`config.mk`:
```
export PLATFORM = sky130hd
export DESIGN_NAME = usb_ctrl
export DESIGN_NICKNAME = d
export VERILOG_FILES = /design/src/usb_baud_gen.v /design/src/usb_ctrl.v /design/src/usb_rx_front.v
export VERILOG_INCLUDE_DIRS = /design/src /design/src/src
export SDC_FILE = /design/constraint.sdc
export NUM_CORES = 1
export LEC_CHECK = 0
export ABC_CLOCK_PERIOD_IN_PS = 3700
export BUFFER_PORTS_ARGS = -buffer_cell sky130_fd_sc_hd__buf_2
export CELL_PAD_IN_SITES_DETAIL_PLACEMENT = 2
export CELL_PAD_IN_SITES_GLOBAL_PLACEMENT = 2
export CORE_MARGIN = 1.5
export CORE_UTILIZATION = 32
export CTS_CLUSTER_DIAMETER = 40
export DETAILED_ROUTE_END_ITERATION = 6
export PLACE_DENSITY = 0.77
export SYNTH_ARGS = -nofsm -noshare
export SYNTH_HDL_FRONTEND = slang
export SYNTH_HIERARCHICAL = 1
export SYNTH_SLANG_ARGS = --single-unit
```
`constraint.sdc`:
```
create_clock -name i_clk -period 3.7 [get_ports i_clk]
set_clock_uncertainty 0.15 [all_clocks]
set_input_delay 0.37 -clock i_clk [delete_from_list [all_inputs] [get_ports i_clk]]
set_output_delay 0.37 -clock i_clk [all_outputs]
set_load 0.05 [all_outputs]
```
`src/usb_consts.vh`:
```
`ifndef USB_CONSTS_VH
`define USB_CONSTS_VH
// ------------------------------------------------------------
// register byte addresses
// ------------------------------------------------------------
`define USB_ADDR_TX_CTRL     4'h0
`define USB_ADDR_RX_CTRL     4'h4
`define USB_ADDR_BAUD_CTRL   4'h8
`define USB_ADDR_PERIOD_LO   4'hc
// period high byte sits at 0x10
`define USB_ADDR_PERIOD_HI   5'h10
// ------------------------------------------------------------
// transmit control fields
// ------------------------------------------------------------
`define USB_TX_CLKSRC   7
`define USB_TX_NINE     6
`define USB_TX_EN       5
`define USB_TX_SYNC     4
`define USB_TX_BREAK    3
`define USB_TX_HIGHSPD  2
`define USB_TX_EMPTY    1
`define USB_TX_NINTH    0
// ------------------------------------------------------------
// receive control fields
// ------------------------------------------------------------
`define USB_RX_PORTEN   7
`define USB_RX_NINE     6
`define USB_RX_SINGLE   5
`define USB_RX_CONT     4
`define USB_RX_ADDRDET  3
`define USB_RX_FRAMERR  2
`define USB_RX_OVERRUN  1
`define USB_RX_NINTH    0
// ------------------------------------------------------------
// baud control fields
// ------------------------------------------------------------
`define USB_BD_ABOVF    7
`define USB_BD_IDLE     6
`define USB_BD_RXPOL    5
`define USB_BD_TXPOL    4
`define USB_BD_WIDE     3
`define USB_BD_WAKE     1
`define USB_BD_AUTOBAUD 0
// ------------------------------------------------------------
// reset values and divisors
// ------------------------------------------------------------
`define USB_TX_RESET    8'h02
`define USB_RX_RESET    8'h00
`define USB_BD_RESET    8'h40
`define USB_DIV_SLOW8   7'h40
`define USB_DIV_MID     7'h10
`define USB_DIV_FAST    7'h04
`define USB_AXI_OKAY    2'h0
`define USB_AXI_SLVERR  2'h2
`endif

```
`src/usb_baud_gen.v`:
```
`timescale 1ns/1ps
`include "usb_consts.vh"
// ------------------------------------------------------------
// baud timer: period counter plus multiplier prescaler
// ------------------------------------------------------------
module usb_baud_gen (
  input  wire        i_clk,     // system clock
  input  wire        i_resetn,  // sync reset, low
  input  wire        i_clear,   // restart timer
  input  wire [15:0] i_period,  // n, period value
  input  wire [6:0]  i_mult,    // clocks per tick unit
  output reg         o_tick     // one pulse per bit time
);
  reg [15:0] cnt_q;
  reg [6:0]  pre_q;

  // prescale then count n+1 units
  always @(posedge i_clk)
  begin
    if (!i_resetn || i_clear)
    begin
      cnt_q  <= 16'h0000;
      pre_q  <= 7'h00;
      o_tick <= 1'b0;
    end
    else
    begin
      o_tick <= 1'b0;
      if (pre_q == i_mult - 7'h01)
      begin
        pre_q <= 7'h00;
        if (cnt_q >= i_period)
        begin
          cnt_q  <= 16'h0000;
          o_tick <= 1'b1;
        end
        else
          cnt_q <= cnt_q + 16'h0001;
      end
      else
        pre_q <= pre_q + 7'h01;
    end
  end
endmodule // usb_baud_gen

```
`src/usb_ctrl.v`:
```
// The AXI4-Lite register port and the register addresses were left to the implementer.
`timescale 1ns/1ps
`include "usb_consts.vh"
module usb_ctrl (
  input  wire        i_clk,          // system clock
  input  wire        i_resetn,       // sync reset, low
  input  wire [4:0]  i_awaddr,       // write address
  input  wire        i_awvalid,      // write address valid
  output reg         o_awready,      // write address ready
  input  wire [31:0] i_wdata,        // write data
  input  wire [3:0]  i_wstrb,        // byte strobes
  input  wire        i_wvalid,       // write data valid
  output reg         o_wready,       // write data ready
  output reg  [1:0]  o_bresp,        // write response
  output reg         o_bvalid,       // write response valid
  input  wire        i_bready,       // write response ready
  input  wire [4:0]  i_araddr,       // read address
  input  wire        i_arvalid,      // read address valid
  output reg         o_arready,      // read address ready
  output reg  [31:0] o_rdata,        // read data
  output reg  [1:0]  o_rresp,        // read response
  output reg         o_rvalid,       // read data valid
  input  wire        i_rready,       // read data ready
  input  wire        i_rx_pin,       // receive / sync data pin
  input  wire        i_tsr_empty,    // shift register empty
  input  wire        i_rx_done,      // character landed in shift reg
  input  wire [8:0]  i_rx_char,      // received character
  input  wire        i_rx_frame_err, // stop bit was low
  input  wire        i_rx_start,     // start bit detected
  input  wire        i_fifo_full,    // receive buffer full
  input  wire        i_data_read,    // receive data register read
  input  wire        i_break_done,   // break character finished
  input  wire        i_autobaud_done,// autobaud sequence done
  input  wire        i_autobaud_ovf, // autobaud timer overflow
  output reg         o_baud_tick,    // bit-rate tick
  output reg         o_port_active,  // pins owned by port
  output reg         o_sync_mode,    // synchronous operation
  output reg         o_sync_master,  // drive serial clock
  output reg         o_tx_run,       // transmitter may send
  output reg         o_tx_nine,      // nine-bit transmit
  output reg         o_tx_ninth,     // ninth transmit bit
  output reg         o_send_break,   // next frame is break
  output reg         o_tx_idle_low,  // async idle level low
  output reg         o_rx_run,       // receiver enabled
  output reg         o_rx_level,     // polarity-corrected data
  output reg         o_rx_load,      // load receive buffer
  output reg         o_rx_irq        // receive interrupt flag set
);
  // ------------------------------------------------------------
  // register state
  // ------------------------------------------------------------
  reg  [7:0]  tx_q;
  reg  [7:0]  rx_q;
  reg  [7:0]  bd_q;
  reg  [7:0]  per_lo_q;
  reg  [7:0]  per_hi_q;
  reg         aw_got_q;
  reg         w_got_q;
  reg  [4:0]  aw_addr_q;
  reg  [31:0] w_data_q;
  reg  [3:0]  w_strb_q;
  reg         frm_pend_q;
  reg         wake_arm_q;
  wire        rx_level;
  wire        rx_fall;
  wire        rx_rise;
  wire        tick;
  wire        do_write;
  wire        period_wr;
  wire [15:0] period;
  reg  [6:0]  mult;
  wire        sync_m;
  wire        wake_act;

  // mapped address check
  function addr_ok;
    input [4:0] a;
    begin
      addr_ok = (a == {1'b0, `USB_ADDR_TX_CTRL})
             || (a == {1'b0, `USB_ADDR_RX_CTRL})
             || (a == {1'b0, `USB_ADDR_BAUD_CTRL})
             || (a == {1'b0, `USB_ADDR_PERIOD_LO})
             || (a == `USB_ADDR_PERIOD_HI);
    end
  endfunction

  // masked byte write of lane zero
  function [7:0] wr_byte;
    input [7:0] old;
    input [7:0] mask;
    input [31:0] d;
    input [3:0]  s;
    begin
      wr_byte = s[0] ? ((old & ~mask) | (d[7:0] & mask)) : old;
    end
  endfunction

  // ------------------------------------------------------------
  // submodules
  // ------------------------------------------------------------
  usb_rx_front u_front (
    .i_clk    (i_clk),
    .i_resetn (i_resetn),
    .i_pin    (i_rx_pin),
    .i_invert (bd_q[`USB_BD_RXPOL]),
    .o_level  (rx_level),
    .o_fall   (rx_fall),
    .o_rise   (rx_rise)
  );

  usb_baud_gen u_baud (
    .i_clk    (i_clk),
    .i_resetn (i_resetn & rx_q[`USB_RX_PORTEN]),
    .i_clear  (period_wr),
    .i_period (period),
    .i_mult   (mult),
    .o_tick   (tick)
  );

  // ------------------------------------------------------------
  // decode and divisor select
  // ------------------------------------------------------------
  assign do_write  = aw_got_q && w_got_q && !o_bvalid;
  assign period_wr = do_write && w_strb_q[0]
                  && ((aw_addr_q == {1'b0, `USB_ADDR_PERIOD_LO})
                   || (aw_addr_q == `USB_ADDR_PERIOD_HI));
  assign period = bd_q[`USB_BD_WIDE] ? {per_hi_q, per_lo_q}
                                     : {8'h00, per_lo_q};
  assign sync_m = tx_q[`USB_TX_SYNC] & tx_q[`USB_TX_CLKSRC];
  assign wake_act = bd_q[`USB_BD_WAKE] & ~tx_q[`USB_TX_SYNC];

  always @*
  begin
    mult = `USB_DIV_SLOW8;
    if (tx_q[`USB_TX_SYNC])
      mult = `USB_DIV_FAST;
    else if (tx_q[`USB_TX_HIGHSPD] && bd_q[`USB_BD_WIDE])
      mult = `USB_DIV_FAST;
    else if (tx_q[`USB_TX_HIGHSPD] || bd_q[`USB_BD_WIDE])
      mult = `USB_DIV_MID;
  end

  // ------------------------------------------------------------
  // axi write channel
  // ------------------------------------------------------------
  always @(posedge i_clk)
  begin
    if (!i_resetn)
    begin
      aw_got_q  <= 1'b0;
      w_got_q   <= 1'b0;
      aw_addr_q <= 5'h00;
      w_data_q  <= 32'h00000000;
      w_strb_q  <= 4'h0;
      o_awready <= 1'b0;
      o_wready  <= 1'b0;
      o_bvalid  <= 1'b0;
      o_bresp   <= `USB_AXI_OKAY;
    end
    else
    begin
      o_awready <= !aw_got_q && !o_awready && !o_bvalid;
      o_wready  <= !w_got_q && !o_wready && !o_bvalid;
      if (i_awvalid && o_awready)
      begin
        aw_got_q  <= 1'b1;
        aw_addr_q <= {i_awaddr[4:2], 2'b00};
      end
      if (i_wvalid && o_wready)
      begin
        w_got_q  <= 1'b1;
        w_data_q <= i_wdata;
        w_strb_q <= i_wstrb;
      end
      if (do_write)
      begin
        aw_got_q <= 1'b0;
        w_got_q  <= 1'b0;
        o_bvalid <= 1'b1;
        o_bresp  <= addr_ok(aw_addr_q) ? `USB_AXI_OKAY : `USB_AXI_SLVERR;
      end
      else if (o_bvalid && i_bready)
        o_bvalid <= 1'b0;
    end
  end

  // ------------------------------------------------------------
  // axi read channel
  // ------------------------------------------------------------
  always @(posedge i_clk)
  begin
    if (!i_resetn)
    begin
      o_arready <= 1'b0;
      o_rvalid  <= 1'b0;
      o_rdata   <= 32'h00000000;
      o_rresp   <= `USB_AXI_OKAY;
    end
    else
    begin
      o_arready <= !o_arready && !o_rvalid;
      if (i_arvalid && o_arready)
      begin
        o_rvalid <= 1'b1;
        o_rresp  <= addr_ok({i_araddr[4:2], 2'b00}) ? `USB_AXI_OKAY
                                                    : `USB_AXI_SLVERR;
        case ({i_araddr[4:2], 2'b00})
          {1'b0, `USB_ADDR_TX_CTRL}:   o_rdata <= {24'h0, tx_q};
          {1'b0, `USB_ADDR_RX_CTRL}:   o_rdata <= {24'h0, rx_q};
          {1'b0, `USB_ADDR_BAUD_CTRL}: o_rdata <= {24'h0, bd_q};
          {1'b0, `USB_ADDR_PERIOD_LO}: o_rdata <= {24'h0, per_lo_q};
          `USB_ADDR_PERIOD_HI:         o_rdata <= {24'h0, per_hi_q};
          default:                     o_rdata <= 32'h00000000;
        endcase
      end
      else if (o_rvalid && i_rready)
        o_rvalid <= 1'b0;
    end
  end

  // ------------------------------------------------------------
  // control and status registers
  // ------------------------------------------------------------
  always @(posedge i_clk)
  begin
    if (!i_resetn)
    begin
      tx_q       <= `USB_TX_RESET;
      rx_q       <= `USB_RX_RESET;
      bd_q       <= `USB_BD_RESET;
      per_lo_q   <= 8'h00;
      per_hi_q   <= 8'h00;
      frm_pend_q <= 1'b0;
      wake_arm_q <= 1'b0;
    end
    else
    begin
      // software writes, writable bits only
      if (do_write)
        case (aw_addr_q)
          {1'b0, `USB_ADDR_TX_CTRL}:
            tx_q <= wr_byte(tx_q, 8'hfd, w_data_q, w_strb_q);
          {1'b0, `USB_ADDR_RX_CTRL}:
          begin
            rx_q <= wr_byte(rx_q, 8'hf8, w_data_q, w_strb_q);
            if (w_strb_q[0] && !w_data_q[`USB_RX_CONT])
              rx_q[`USB_RX_OVERRUN] <= 1'b0;
          end
          {1'b0, `USB_ADDR_BAUD_CTRL}:
            bd_q <= wr_byte(bd_q, 8'hbb, w_data_q, w_strb_q);
          {1'b0, `USB_ADDR_PERIOD_LO}:
            per_lo_q <= wr_byte(per_lo_q, 8'hff, w_data_q, w_strb_q);
          `USB_ADDR_PERIOD_HI:
            per_hi_q <= wr_byte(per_hi_q, 8'hff, w_data_q, w_strb_q);
          default:
            ;
        endcase
      tx_q[`USB_TX_EMPTY] <= i_tsr_empty;
      if (i_break_done)
        tx_q[`USB_TX_BREAK] <= 1'b0;
      if (i_rx_done && sync_m)
        rx_q[`USB_RX_SINGLE] <= 1'b0;
      if (i_rx_done && i_fifo_full && o_rx_run)
        rx_q[`USB_RX_OVERRUN] <= 1'b1;
      // framing updated on each char while clear, once set only on read then char
      if (i_rx_done && o_rx_run && !wake_act
          && (frm_pend_q || !rx_q[`USB_RX_FRAMERR]))
      begin
        rx_q[`USB_RX_FRAMERR] <= i_rx_frame_err;
        frm_pend_q            <= 1'b0;
        rx_q[`USB_RX_NINTH]   <= rx_q[`USB_RX_NINE] & i_rx_char[8];
      end
      // a read in the same cycle keeps the pending mark
      if (i_data_read)
        frm_pend_q <= 1'b1;
      if (!tx_q[`USB_TX_SYNC])
      begin
        if (i_rx_start)
          bd_q[`USB_BD_IDLE] <= 1'b0;
        else if (i_rx_done)
          bd_q[`USB_BD_IDLE] <= 1'b1;
      end
      if (i_autobaud_ovf && !tx_q[`USB_TX_SYNC])
        bd_q[`USB_BD_ABOVF] <= 1'b1;
      if (i_autobaud_done)
        bd_q[`USB_BD_AUTOBAUD] <= 1'b0;
      // wakeup arm on fall, clear on rise
      if (wake_act && rx_fall)
        wake_arm_q <= 1'b1;
      if (wake_arm_q && rx_rise)
      begin
        bd_q[`USB_BD_WAKE] <= 1'b0;
        wake_arm_q         <= 1'b0;
      end
      // disabled port holds overrun, framing, idle and wake arm in reset
      if (!rx_q[`USB_RX_PORTEN])
      begin
        rx_q[`USB_RX_OVERRUN] <= 1'b0;
        rx_q[`USB_RX_FRAMERR] <= 1'b0;
        bd_q[`USB_BD_IDLE]    <= 1'b1;
        wake_arm_q            <= 1'b0;
      end
    end
  end

  // ------------------------------------------------------------
  // registered outputs to the datapath
  // ------------------------------------------------------------
  always @(posedge i_clk)
  begin
    if (!i_resetn)
    begin
      o_baud_tick   <= 1'b0;
      o_port_active <= 1'b0;
      o_sync_mode   <= 1'b0;
      o_sync_master <= 1'b0;
      o_tx_run      <= 1'b0;
      o_tx_nine     <= 1'b0;
      o_tx_ninth    <= 1'b0;
      o_send_break  <= 1'b0;
      o_tx_idle_low <= 1'b0;
      o_rx_run      <= 1'b0;
      o_rx_level    <= 1'b1;
      o_rx_load     <= 1'b0;
      o_rx_irq      <= 1'b0;
    end
    else
    begin
      o_baud_tick   <= tick;
      o_port_active <= rx_q[`USB_RX_PORTEN];
      o_sync_mode   <= tx_q[`USB_TX_SYNC];
      o_sync_master <= sync_m;
      o_tx_run      <= rx_q[`USB_RX_PORTEN] & tx_q[`USB_TX_EN]
                     & ~(tx_q[`USB_TX_SYNC]
                         & (rx_q[`USB_RX_SINGLE] | rx_q[`USB_RX_CONT]));
      o_tx_nine     <= tx_q[`USB_TX_NINE];
      o_tx_ninth    <= tx_q[`USB_TX_NINE] & tx_q[`USB_TX_NINTH];
      o_send_break  <= tx_q[`USB_TX_BREAK] & ~tx_q[`USB_TX_SYNC];
      // idle low, or sync edge choice
      o_tx_idle_low <= bd_q[`USB_BD_TXPOL];
      o_rx_run      <= rx_q[`USB_RX_PORTEN]
                     & (rx_q[`USB_RX_CONT]
                        | (sync_m & rx_q[`USB_RX_SINGLE]));
      o_rx_level    <= rx_level;
      o_rx_load     <= i_rx_done && o_rx_run && !wake_act
                    && !(rx_q[`USB_RX_ADDRDET] && rx_q[`USB_RX_NINE]
                         && !tx_q[`USB_TX_SYNC] && !i_rx_char[8]);
      o_rx_irq      <= (i_rx_done && o_rx_run && !wake_act
                    && !(rx_q[`USB_RX_ADDRDET] && rx_q[`USB_RX_NINE]
                         && !tx_q[`USB_TX_SYNC] && !i_rx_char[8]))
                    || (wake_act && rx_fall && rx_q[`USB_RX_PORTEN]);
    end
  end
endmodule // usb_ctrl

```
`src/usb_rx_front.v`:
```
`timescale 1ns/1ps
`include "usb_consts.vh"
// ------------------------------------------------------------
// two-stage pin synchroniser with polarity and edges
// ------------------------------------------------------------
module usb_rx_front (
  input  wire i_clk,     // system clock
  input  wire i_resetn,  // sync reset, low
  input  wire i_pin,     // raw receive pin
  input  wire i_invert,  // receive polarity
  output reg  o_level,   // synced, polarity fixed
  output reg  o_fall,    // falling edge pulse
  output reg  o_rise     // rising edge pulse
);
  reg meta_q;
  reg sync_q;

  // synchroniser, then edge detect on second stage
  always @(posedge i_clk)
  begin
    if (!i_resetn)
    begin
      meta_q  <= 1'b1;
      sync_q  <= 1'b1;
      o_level <= 1'b1;
      o_fall  <= 1'b0;
      o_rise  <= 1'b0;
    end
    else
    begin
      meta_q  <= i_pin;
      sync_q  <= meta_q;
      o_level <= sync_q ^ i_invert;
      o_fall  <= o_level & ~(sync_q ^ i_invert);
      o_rise  <= ~o_level & (sync_q ^ i_invert);
    end
  end
endmodule // usb_rx_front
```
==> results of run 1 <==
==> where the power goes <==
group,switching [mW],internal (mW)
logic,0.152,0.0457
registers,0.0269,1.22
clock network,0.487,0.469
==> worst max-delay path, delay by kind of cell, from the launching register on <==
kind	cells	cell delay (ns)
AND/OR/NAND/NOR	5	1.10
flip-flops	1	0.60
buffers and inverters	3	0.52
AO/OA/AOI/OAI	1	0.36
adder cells (fa/ha/maj)	1	0.29
XOR/XNOR	1	0.19
==> synthesized netlist by cell type, types with 10 or more instances <==
library cell  number  area (sq um)
dfxtp_1          112          2242
nand2_1           72         270.3
a21oi_1           47         235.2
nand3_1           39         195.2
o21ai_0           34         170.2
inv_1             30         112.6
buf_4             29         217.7
nor2_1            26         97.59
ha_1              21         262.8
clkbuf_1          20         75.07
mux2_2            17         191.4
a22oi_1           16         120.1
nor3_1            14         70.07
mux2i_1           12         120.1
a32o_1            11         110.1
and2_1            11         68.82
nand2b_1          11         68.82
and3_1            10         62.56
==> logic make-up (layout without fill, tap and decap cells) <==
group | after synthesis | after routing
flip-flops | 112 | 112
AO/OA/AOI/OAI | 154 | 154
buffers and inverters | 88 | 115
XOR/XNOR | 12 | 12
other | 1 | 40
multiplexers | 29 | 29
AND/OR/NAND/NOR | 234 | 234
adder cells (fa/ha/maj) | 21 | 21
==> through the flow <==
stage,cells,power [mW]
after CTS,942,2.428
after floorplan,690,1.440
after global placement,926,1.465
final,942,2.401
after detailed placement,926,1.472
after global routing,942,2.490
==> per-layer routing <==
metal | routed length [um] | global-route usage [%] | part of all wire (%)
met1 | 8058 | 25.00 | 46
met3 | 497 | 4.064 | 2.8
met5 | 0 | 0 | 0
met2 | 8742 | 34.26 | 50
met4 | 265 | 4.669 | 1.5
==> state kept, by name (all words and copies together), names as in the netlist, 3 cells and up <==
signal and flops:
u_baud/cnt_q 16, o_rdata 8, per_hi_q 8, per_lo_q 8, rx_q 8, tx_q 8
w_data_q 8, bd_q 7, u_baud/pre_q 7, aw_addr_q 3
==> path summary, 6_finish.rpt <==
check | slack [ns] | cells after the start | from | to
max | 0.41 | 11 | bd_q[3] | u_baud/pre_q[5]
min | 0.03 | 2 | i_autobaud_done | bd_q[0]
max reg2reg | 0.41 | 11 | bd_q[3] | u_baud/pre_q[5]
min reg2reg | 0.26 | 1 | u_front/meta_q | u_front/sync_q
==> cell type report <==
class                   instances  area [sq um]  share of cell area, %
repair buffers                 69         367.9                  5.747
inverters                      30         112.6                  1.759
clock buffers                  10         229.0                  3.577
multi-input cells             490          3117                  48.69
well taps                     225         281.5                  4.398
clock inverters                 6         51.30                 0.8014
flip-flops and latches        112          2242                  35.03
==> results.py, run 1 <==
metrics = {
    "status": {
        "outcome": "finished clean",
    },
    "cells_and_area": {
        "final_common_cell": "dfxtp_1",
        "antenna_cells": 0,
        "drive_gt1_share_pct": 16.46,
        "final_cell_mix": "dfxtp_1 (112), nand2_1 (72), buf_2 (60)",
        "area_growth_syn_to_layout_pct": 12.69,
        "fin_area_sq_mm": 0.006401,
        "utilization_pct": 37.01,
        "fillers": 2006,
        "nNetsFinal": 805,
    },
    "grt": {
        "track_usage_pct": 19.75,
        "antenna_found_initial": 0,
        "grt_start_max_net_pins": 38,
        "grt_overflow_total": 0,
        "grt_pass1_vias": 5335,
        "grt_pass1_wl_um": 28500,
    },
    "clock_network": {
        "clock_latency_ns": 0.37,
        "numClockSinks": 112,
        "clkTransAtPathRegs_ns": 0.08,
        "cts_buffers": 9,
        "cts.path.max_buffers": 2,
        "cts_resized": 0,
        "root_buffer": "clkbuf_16",
        "post-cts-setup-buffers": 0,
        "cts_tree": "done",
        "htreeDepth": 3,
        "hold_buffers": 0,
    },
    "route": {
        "drt_iter0_markers": 190,
        "vias_per_cell": 5.241,
        "vias": 4937,
        "wl_um": 17560,
        "ant_nets": 0,
        "drt-wirelength-per-cell_um": 18.64,
        "drc": 0,
        "first_pass_iters": 4,
    },
    "sta": {
        "fmax_mhz": 304.0,
        "tightest_slew_ns": 1.102,
        "setup_viol": 0,
        "fin_ws_ns": 0.4104,
        "finalCritPeriodShare_pct": 88.91,
        "timing.hold.ws_ns": 0.02502,
        "period_needed_ns": 3.290,
        "final.setup.tns_ns": 0,
        "relSlewSlack_pct": 26.43,
        "hold_violations": 0,
        "drv_slew": 0,
        "rsz0062_at_grt": "false",
    },
    "floorplanning": {
        "die_h_um": 136.2,
        "dieArea_sq_mm": 0.01856,
        "num_rows": 48,
        "design.core.area_sq_mm": 0.01730,
        "num_io_pins": 126,
        "die_w_um": 136.2,
        "initial_utilization_pct": 32.84,
    },
    "critical_path": {
        "startpoint_type": "flop",
        "cp_max_fo": 18,
        "crit_top_cell": "buf_4",
        "slowest_stage": "dfxtp_1",
        "cp_data_required_time_ns": 3.85,
        "end_kind": "flop",
        "cp_slowest_stage_delay_ns": 0.60,
        "path_class": "reg -> reg",
        "cp_cell_sequence": "inv_1 -> ha_1 -> nor2b_1 -> xor2_1 -> or3b_1 -> a41oi_2 -> nor3_4 -> buf_4 -> nand2b_1 -> buf_4 -> nor2_1",
        "worstPathArrival_ns": 3.44,
    },
    "logic_synthesis": {
        "synth_cells": 651,
        "synth_flop_cell": "dfxtp_1",
        "synthArstFlopShare_pct": 0,
        "muxShareOfSynthArea_pct": 5.485,
        "synth_fa_ha_area_share_pct": 4.626,
        "synth_simple_gate_area_share_pct": 22.91,
        "synth_edf_count": 0,
        "syn_avg_cell_area_sq_um": 8.726,
        "yosysWarnings": 6,
        "yosysSeqAreaShare_pct": 39.47,
        "synth-compound-area-share_pct": 17.36,
        "synth_top_family_by_area": "simple AND/OR/NAND/NOR gates",
        "synth_area_sq_mm": 0.005680,
        "synthXorXnorAreaFrac_pct": 1.850,
        "synth-seq-cells": 112,
        "synth.distinct_cells": 61,
    },
    "placed_design": {
        "port_buffers": 60,
        "gp_congestion": 0.7341,
        "postPlaceCellArea_sq_mm": 0.006121,
        "place_ws_ns": 0.4024,
        "place_hpwl_um": 13130,
    },
    "pwr": {
        "pwr_density_cell_mw_per_mm2": 375.2,
        "power_leakage_nw": 2.404,
        "ir_worst_vdd_mv": 0.2209,
    },
    "worst_hold_path": {
        "hold_path.class": "in -> reg",
    },
    "flow_run": {
        "drv_cap": 0,
    },
}
Power figures use the tool's default switching activity.
==> run 2: changes to the inputs <==
--- a/config.mk
+++ b/config.mk
@@ -6,7 +6,7 @@
 export SDC_FILE = /design/constraint.sdc
 export NUM_CORES = 1
 export LEC_CHECK = 0
-export ABC_CLOCK_PERIOD_IN_PS = 3700
+export ABC_CLOCK_PERIOD_IN_PS = 3550
 export BUFFER_PORTS_ARGS = -buffer_cell sky130_fd_sc_hd__buf_2
 export CELL_PAD_IN_SITES_DETAIL_PLACEMENT = 2
 export CELL_PAD_IN_SITES_GLOBAL_PLACEMENT = 2
@@ -14,6 +14,7 @@
 export CORE_UTILIZATION = 32
 export CTS_CLUSTER_DIAMETER = 40
 export DETAILED_ROUTE_END_ITERATION = 6
+export GPL_TIMING_DRIVEN = 0
 export PLACE_DENSITY = 0.77
 export SYNTH_ARGS = -nofsm -noshare
 export SYNTH_HDL_FRONTEND = slang
==> constraint.sdc (replaced) <==
create_clock -name i_clk -period 3.55 [get_ports i_clk]
set_clock_uncertainty 0.15 [all_clocks]
set_input_delay 0.355 -clock i_clk [delete_from_list [all_inputs] [get_ports i_clk]]
set_output_delay 0.355 -clock i_clk [all_outputs]
set_load 0.05 [all_outputs]
==> results.py, run 2 (synthesis results as in run 1) <==
metrics = {
    "grt": {
        "grt_pass1_vias": 5622,
        "track_usage_pct": 21.64,
        "grt_overflow_total": 0,
        "grt_start_max_net_pins": 23,
        "antenna_found_initial": 0,
        "grt_pass1_wl_um": 30680,
    },
    "floorplanning": {
        "dieArea_sq_mm": 0.01856,
        "die_h_um": 136.2,
        "initial_utilization_pct": 32.84,
        "num_io_pins": 126,
        "die_w_um": 136.2,
        "num_rows": 48,
        "design.core.area_sq_mm": 0.01730,
    },
    "pwr": {
        "power_leakage_nw": 2.628,
        "pwr-share-clk_pct": 42.2,
        "swShare_pct": 27.92,
        "ir_worst_vdd_mv": 0.2215,
        "pwr-share-seq_pct": 48.6,
        "internal_power_mw": 1.922,
        "pwr_density_cell_mw_per_mm2": 393.6,
        "p_sw_uw": 744.6,
        "p_comb_share_pct": 9.2,
    },
    "sta": {
        "timing.hold.ws_ns": 0.01433,
        "setup_viol": 0,
        "rsz0062_at_grt": "false",
        "relSlewSlack_pct": 49.97,
        "drv_slew": 0,
        "final.setup.tns_ns": 0,
        "period_needed_ns": 3.199,
        "finalCritPeriodShare_pct": 90.12,
        "fmax_mhz": 312.6,
        "hold_violations": 0,
        "tightest_slew_ns": 0.7448,
    },
    "placed_design": {
        "gp_congestion": 0.7974,
        "port_buffers": 59,
        "dp_cells": 974,
        "place_hpwl_um": 14960,
    },
    "cells_and_area": {
        "largest_reg_flops": 16,
        "drive_gt1_share_pct": 19.43,
        "final_common_cell": "dfxtp_1",
        "area_growth_syn_to_layout_pct": 19.25,
        "final_cell_mix": "dfxtp_1 (112), nand2_1 (72), buf_2 (64)",
        "regMostFlops": "u_baud/cnt_q",
        "finalNonFillerCells": 992,
        "antenna_cells": 0,
        "fillers": 2032,
        "nNetsFinal": 855,
    },
    "critical_path": {
        "startpoint_type": "flop",
        "reg2reg_to": "u_baud/cnt_q[10]",
        "reg2reg_slack_ns": 0.35,
        "cp_data_required_time_ns": 3.70,
        "ff2ff_path_depth": 11,
        "r2r-start": "bd_q[3]",
        "worstPathArrival_ns": 3.35,
        "path_class": "reg -> reg",
        "end_kind": "flop",
        "cp_max_fo": 10,
    },
    "route": {
        "vias": 5187,
        "first_pass_iters": 4,
        "wl_um": 19430,
        "drt_iter0_markers": 176,
        "drt-wirelength-per-cell_um": 19.59,
        "drc": 0,
        "vias_per_cell": 5.229,
        "ant_nets": 0,
    },
    "worst_hold_path": {
        "holdPathStages": 2,
        "hold_start": "i_rx_pin",
        "hold_path.class": "in -> reg",
        "hold_end": "u_front/meta_q",
    },
    "clock_network": {
        "clkTransAtPathRegs_ns": 0.09,
        "cts_buffers": 9,
        "root_buffer": "clkbuf_16",
        "cts.path.max_buffers": 2,
        "cts_tree": "done",
        "clock_latency_ns": 0.37,
        "numClockSinks": 112,
        "htreeDepth": 3,
    },
    "status": {
        "outcome": "finished clean",
    },
    "flow_run": {
        "drv_cap": 0,
    },
}
-- run 2: cell types whose count changed in the layout (fill, tap and decap cells not counted), moves of 2 or more --
| cell | before | now |
|---|---|---|
| clkinvlp_4 | 2 | 0 |
| buf_6 | 0 | 3 |
| clkinv_8 | 0 | 3 |
| clkbuf_1 | 1 | 19 |
| buf_2 | 60 | 64 |
| buf_4 | 9 | 29 |
-- run 2: per-layer routing --
metal | routed length [um] | track usage (%) | vias to the layer above
met3 | 600 | 4.027 | 35
met1 | 8355 | 25.39 | 2562
li1 | - | - | 2490
met4 | 431 | 6.974 | 0
met2 | 10040 | 39.45 | 100
met5 | 0 | 0 | -
-- run 2: how the worst max path moves through the flow --
stage / to / from / cells past startpoint
after floorplan: u_baud/cnt_q[12] / bd_q[3] / 11
after global placement: u_baud/cnt_q[12] / bd_q[3] / 11
after detailed placement: u_baud/cnt_q[10] / bd_q[3] / 11
after CTS: u_baud/cnt_q[12] / bd_q[3] / 11
after global routing: u_baud/cnt_q[10] / bd_q[3] / 12
final: u_baud/cnt_q[10] / bd_q[3] / 11
-- run 2: final cells by class --
| cell class | count | area, sq um | area share, % |
|---|---|---|---|
| multi-input combinational | 490 | 3123 | 46.10 |
| sequential | 112 | 2242 | 33.10 |
| buffer | 58 | 356.6 | 5.264 |
| timing repair buffer | 61 | 325.3 | 4.802 |
| tap | 225 | 281.5 | 4.156 |
| clock buffer | 9 | 225.2 | 3.325 |
| inverter | 30 | 112.6 | 1.662 |
| clock inverter | 7 | 107.6 | 1.588 |
-- run 2: through the flow --
step	setup WS, ns	cell area [sq um]	util [%]	power (mW)
after CTS	0.1217	6753	39.04	2.687
after global routing	0.1538	6774	39.16	2.756
after floorplan	0.8506	5827	-	1.500
after global placement	0.1789	6404	37.02	1.560
after detailed placement	0.02638	6404	37.02	1.567
final	0.3506	6774	39.16	2.666
-- run 2: worst max-delay path, stage by stage, from the launching register on --
cell and delay (ns):
dfxtp_1 0.41, clkbuf_2 0.24, and2_1 0.16, inv_1 0.05
ha_1 0.30, a21oi_1 0.17, o21ai_0 0.17, a221oi_2 0.43
o21ai_1 0.27, nor4_4 0.35, buf_4 0.27, a32o_1 0.16
-- run 2: power by group through the flow --
stage	combinational, mW	sequential [mW]	clock [mW]
2_1_floorplan	0.165	1.34	0
3_3_place_gp	0.236	1.32	0
3_5_place_dp	0.243	1.32	0
4_1_cts	0.244	1.30	1.15
5_1_grt	0.265	1.30	1.19
6_report	0.247	1.29	1.12
-- run 2: repair_timing --
action,in CTS,in global routing
endpoints found under the hold margin,1,0
endpoints found under the setup margin,1,8
setup buffers,0,1
cloned,0,0
hold buffers,1,0
gates resized for setup,1,2
pin swaps,0,1
==> run 3: changes to the inputs <==
--- a/config.mk
+++ b/config.mk
@@ -8,14 +8,12 @@
 export LEC_CHECK = 0
 export ABC_CLOCK_PERIOD_IN_PS = 3550
 export BUFFER_PORTS_ARGS = -buffer_cell sky130_fd_sc_hd__buf_2
-export CELL_PAD_IN_SITES_DETAIL_PLACEMENT = 2
-export CELL_PAD_IN_SITES_GLOBAL_PLACEMENT = 2
 export CORE_MARGIN = 1.5
-export CORE_UTILIZATION = 32
+export CORE_UTILIZATION = 55
 export CTS_CLUSTER_DIAMETER = 40
 export DETAILED_ROUTE_END_ITERATION = 6
 export GPL_TIMING_DRIVEN = 0
-export PLACE_DENSITY = 0.77
+export PLACE_DENSITY = 0.79
 export SYNTH_ARGS = -nofsm -noshare
 export SYNTH_HDL_FRONTEND = slang
 export SYNTH_HIERARCHICAL = 1
==> constraint.sdc (replaced) <==
create_clock -name i_clk -period 3.55 [get_ports i_clk]
set_clock_uncertainty 0.15 [all_clocks]
set_input_delay 0.1775 -clock i_clk [delete_from_list [all_inputs] [get_ports i_clk]]
set_output_delay 0.1775 -clock i_clk [all_outputs]
set_load 0.05 [all_outputs]
==> results.py, run 3 (synthesis results as in run 1) <==
metrics = {
    "critical_path": {
        "path_class": "reg -> reg",
        "cp_slowest_stage_delay_ns": 0.44,
        "cp_cell_sequence": "clkbuf_1 -> and2_1 -> inv_1 -> ha_1 -> a21oi_1 -> nand2_1 -> a221oi_2 -> o21ai_1 -> nor4_4 -> buf_4 -> a32o_1",
        "worstPathArrival_ns": 3.50,
        "cp_data_required_time_ns": 3.72,
        "slowest_stage": "a221oi_2",
        "startpoint_type": "flop",
        "end_kind": "flop",
        "cp_max_fo": 10,
    },
    "floorplanning": {
        "initial_utilization_pct": 57.32,
        "num_rows": 36,
        "design.core.area_sq_mm": 0.009910,
        "die_w_um": 104.6,
        "die_h_um": 104.6,
        "dieArea_sq_mm": 0.01095,
        "num_io_pins": 126,
    },
    "clock_network": {
        "root_buffer": "clkbuf_8",
        "htreeDepth": 3,
        "cts_tree": "done",
        "clock_latency_ns": 0.39,
        "cts_buffers": 9,
        "numClockSinks": 112,
        "post-cts-setup-buffers": 0,
        "cts.path.max_buffers": 2,
        "clkTransAtPathRegs_ns": 0.13,
    },
    "grt": {
        "grt_pass1_wl_um": 24650,
        "grt_overflow_total": 0,
        "grt_pass1_vias": 5193,
        "grt_start_max_net_pins": 25,
        "track_usage_pct": 27.84,
        "antenna_found_initial": 0,
    },
    "cells_and_area": {
        "drive_gt1_share_pct": 18.44,
        "utilization_pct": 69.00,
        "regMostFlops": "u_baud/cnt_q",
        "finalNonFillerCells": 930,
        "final_common_cell": "dfxtp_1",
        "antenna_cells": 0,
        "final_cell_mix": "dfxtp_1 (112), nand2_1 (72), buf_2 (64)",
        "fin_area_sq_mm": 0.006838,
        "nNetsFinal": 885,
        "area_growth_syn_to_layout_pct": 20.37,
        "largest_reg_flops": 16,
    },
    "sta": {
        "timing.hold.ws_ns": 0.03974,
        "fmax_mhz": 300.1,
        "setup_viol": 0,
        "final.setup.tns_ns": 0,
        "period_needed_ns": 3.333,
        "tightest_slew_ns": 0.7710,
        "relSlewSlack_pct": 48.21,
        "drv_slew": 0,
        "rsz0062_at_grt": "false",
        "fin_ws_ns": 0.2173,
        "finalCritPeriodShare_pct": 93.88,
        "hold_violations": 0,
    },
    "pwr": {
        "pwr_density_cell_mw_per_mm2": 346.1,
        "power_leakage_nw": 2.685,
        "ir_worst_vdd_mv": 0.2650,
        "p_total_mw": 2.367,
    },
    "placed_design": {
        "gp_congestion": 0.9086,
        "dp_cells": 882,
        "place_ws_ns": 0.1194,
        "postPlaceCellArea_sq_mm": 0.006289,
        "place_hpwl_um": 10920,
        "port_buffers": 59,
    },
    "route": {
        "wl_um": 15090,
        "first_pass_iters": 5,
        "vias_per_cell": 5.733,
        "ant_nets": 0,
        "vias": 5332,
        "drc": 0,
        "drt_iter0_markers": 383,
        "drt-wirelength-per-cell_um": 16.23,
    },
    "status": {
        "outcome": "finished clean",
    },
    "worst_hold_path": {
        "hold_path.class": "in -> reg",
    },
    "flow_run": {
        "drv_cap": 0,
    },
}
==> run 3: repair_timing <==
action | 4_1_cts | 5_1_grt
endpoints found under the setup margin | 0 | 15
hold buffers | 32 | 0
gates resized for setup | 0 | 1
endpoints found under the hold margin | 30 | 0
==> run 3: area by class of cell <==
| cell class | count | area (sq um) |
|---|---|---|
| Timing Repair Buffer | 91 | 615.6 |
| Fill cell | 802 | 3072 |
| Tap cell | 133 | 166.4 |
| Clock buffer | 9 | 123.9 |
| Multi-Input combinational cell | 490 | 3123 |
| Inverter | 30 | 112.6 |
| Sequential cell | 112 | 2242 |
| Clock inverter | 7 | 98.84 |
| Buffer | 58 | 355.3 |
==> run 3: critical path, delay by kind of cell, from the launching register on <==
kind	cells	cell delay, ns
AOI/OAI and AO/OA	4	1.06
and+or+nand+nor	3	0.71
buffers and inverters	3	0.62
DFF	1	0.39
adders and majority gates	1	0.33
==> run 3: report_power, final <==
| part | switching [mW] | leakage, nW | internal (mW) | total, mW |
|---|---|---|---|---|
| Clock | 0.510 | 0.111 | 0.298 | 0.808 |
| Combinational | 0.172 | 1.67 | 0.0934 | 0.265 |
| Sequential | 0.0198 | 0.906 | 1.27 | 1.29 |
| Total | 0.702 | 2.69 | 1.67 | 2.37 |
==> run 3: final timing paths <==
kind	from	to	slack, ns	cells after the start
worst max-delay path	bd_q[3]	u_baud/cnt_q[11]	0.22	11
worst min-delay path	i_rx_done	o_rx_irq	0.04	3
worst max register to register	bd_q[3]	u_baud/cnt_q[11]	0.22	11
worst min register to register	u_front/meta_q	u_front/sync_q	0.29	1
==> run 3: per-layer routing <==
metal	part of all wire [%]	vias up	GRT usage [%]
li1	-	2545	-
met1	41	2515	34.85
met2	49	240	48.03
met3	7.9	32	6.114
met4	1.9	0	8.121
met5	0	-	0
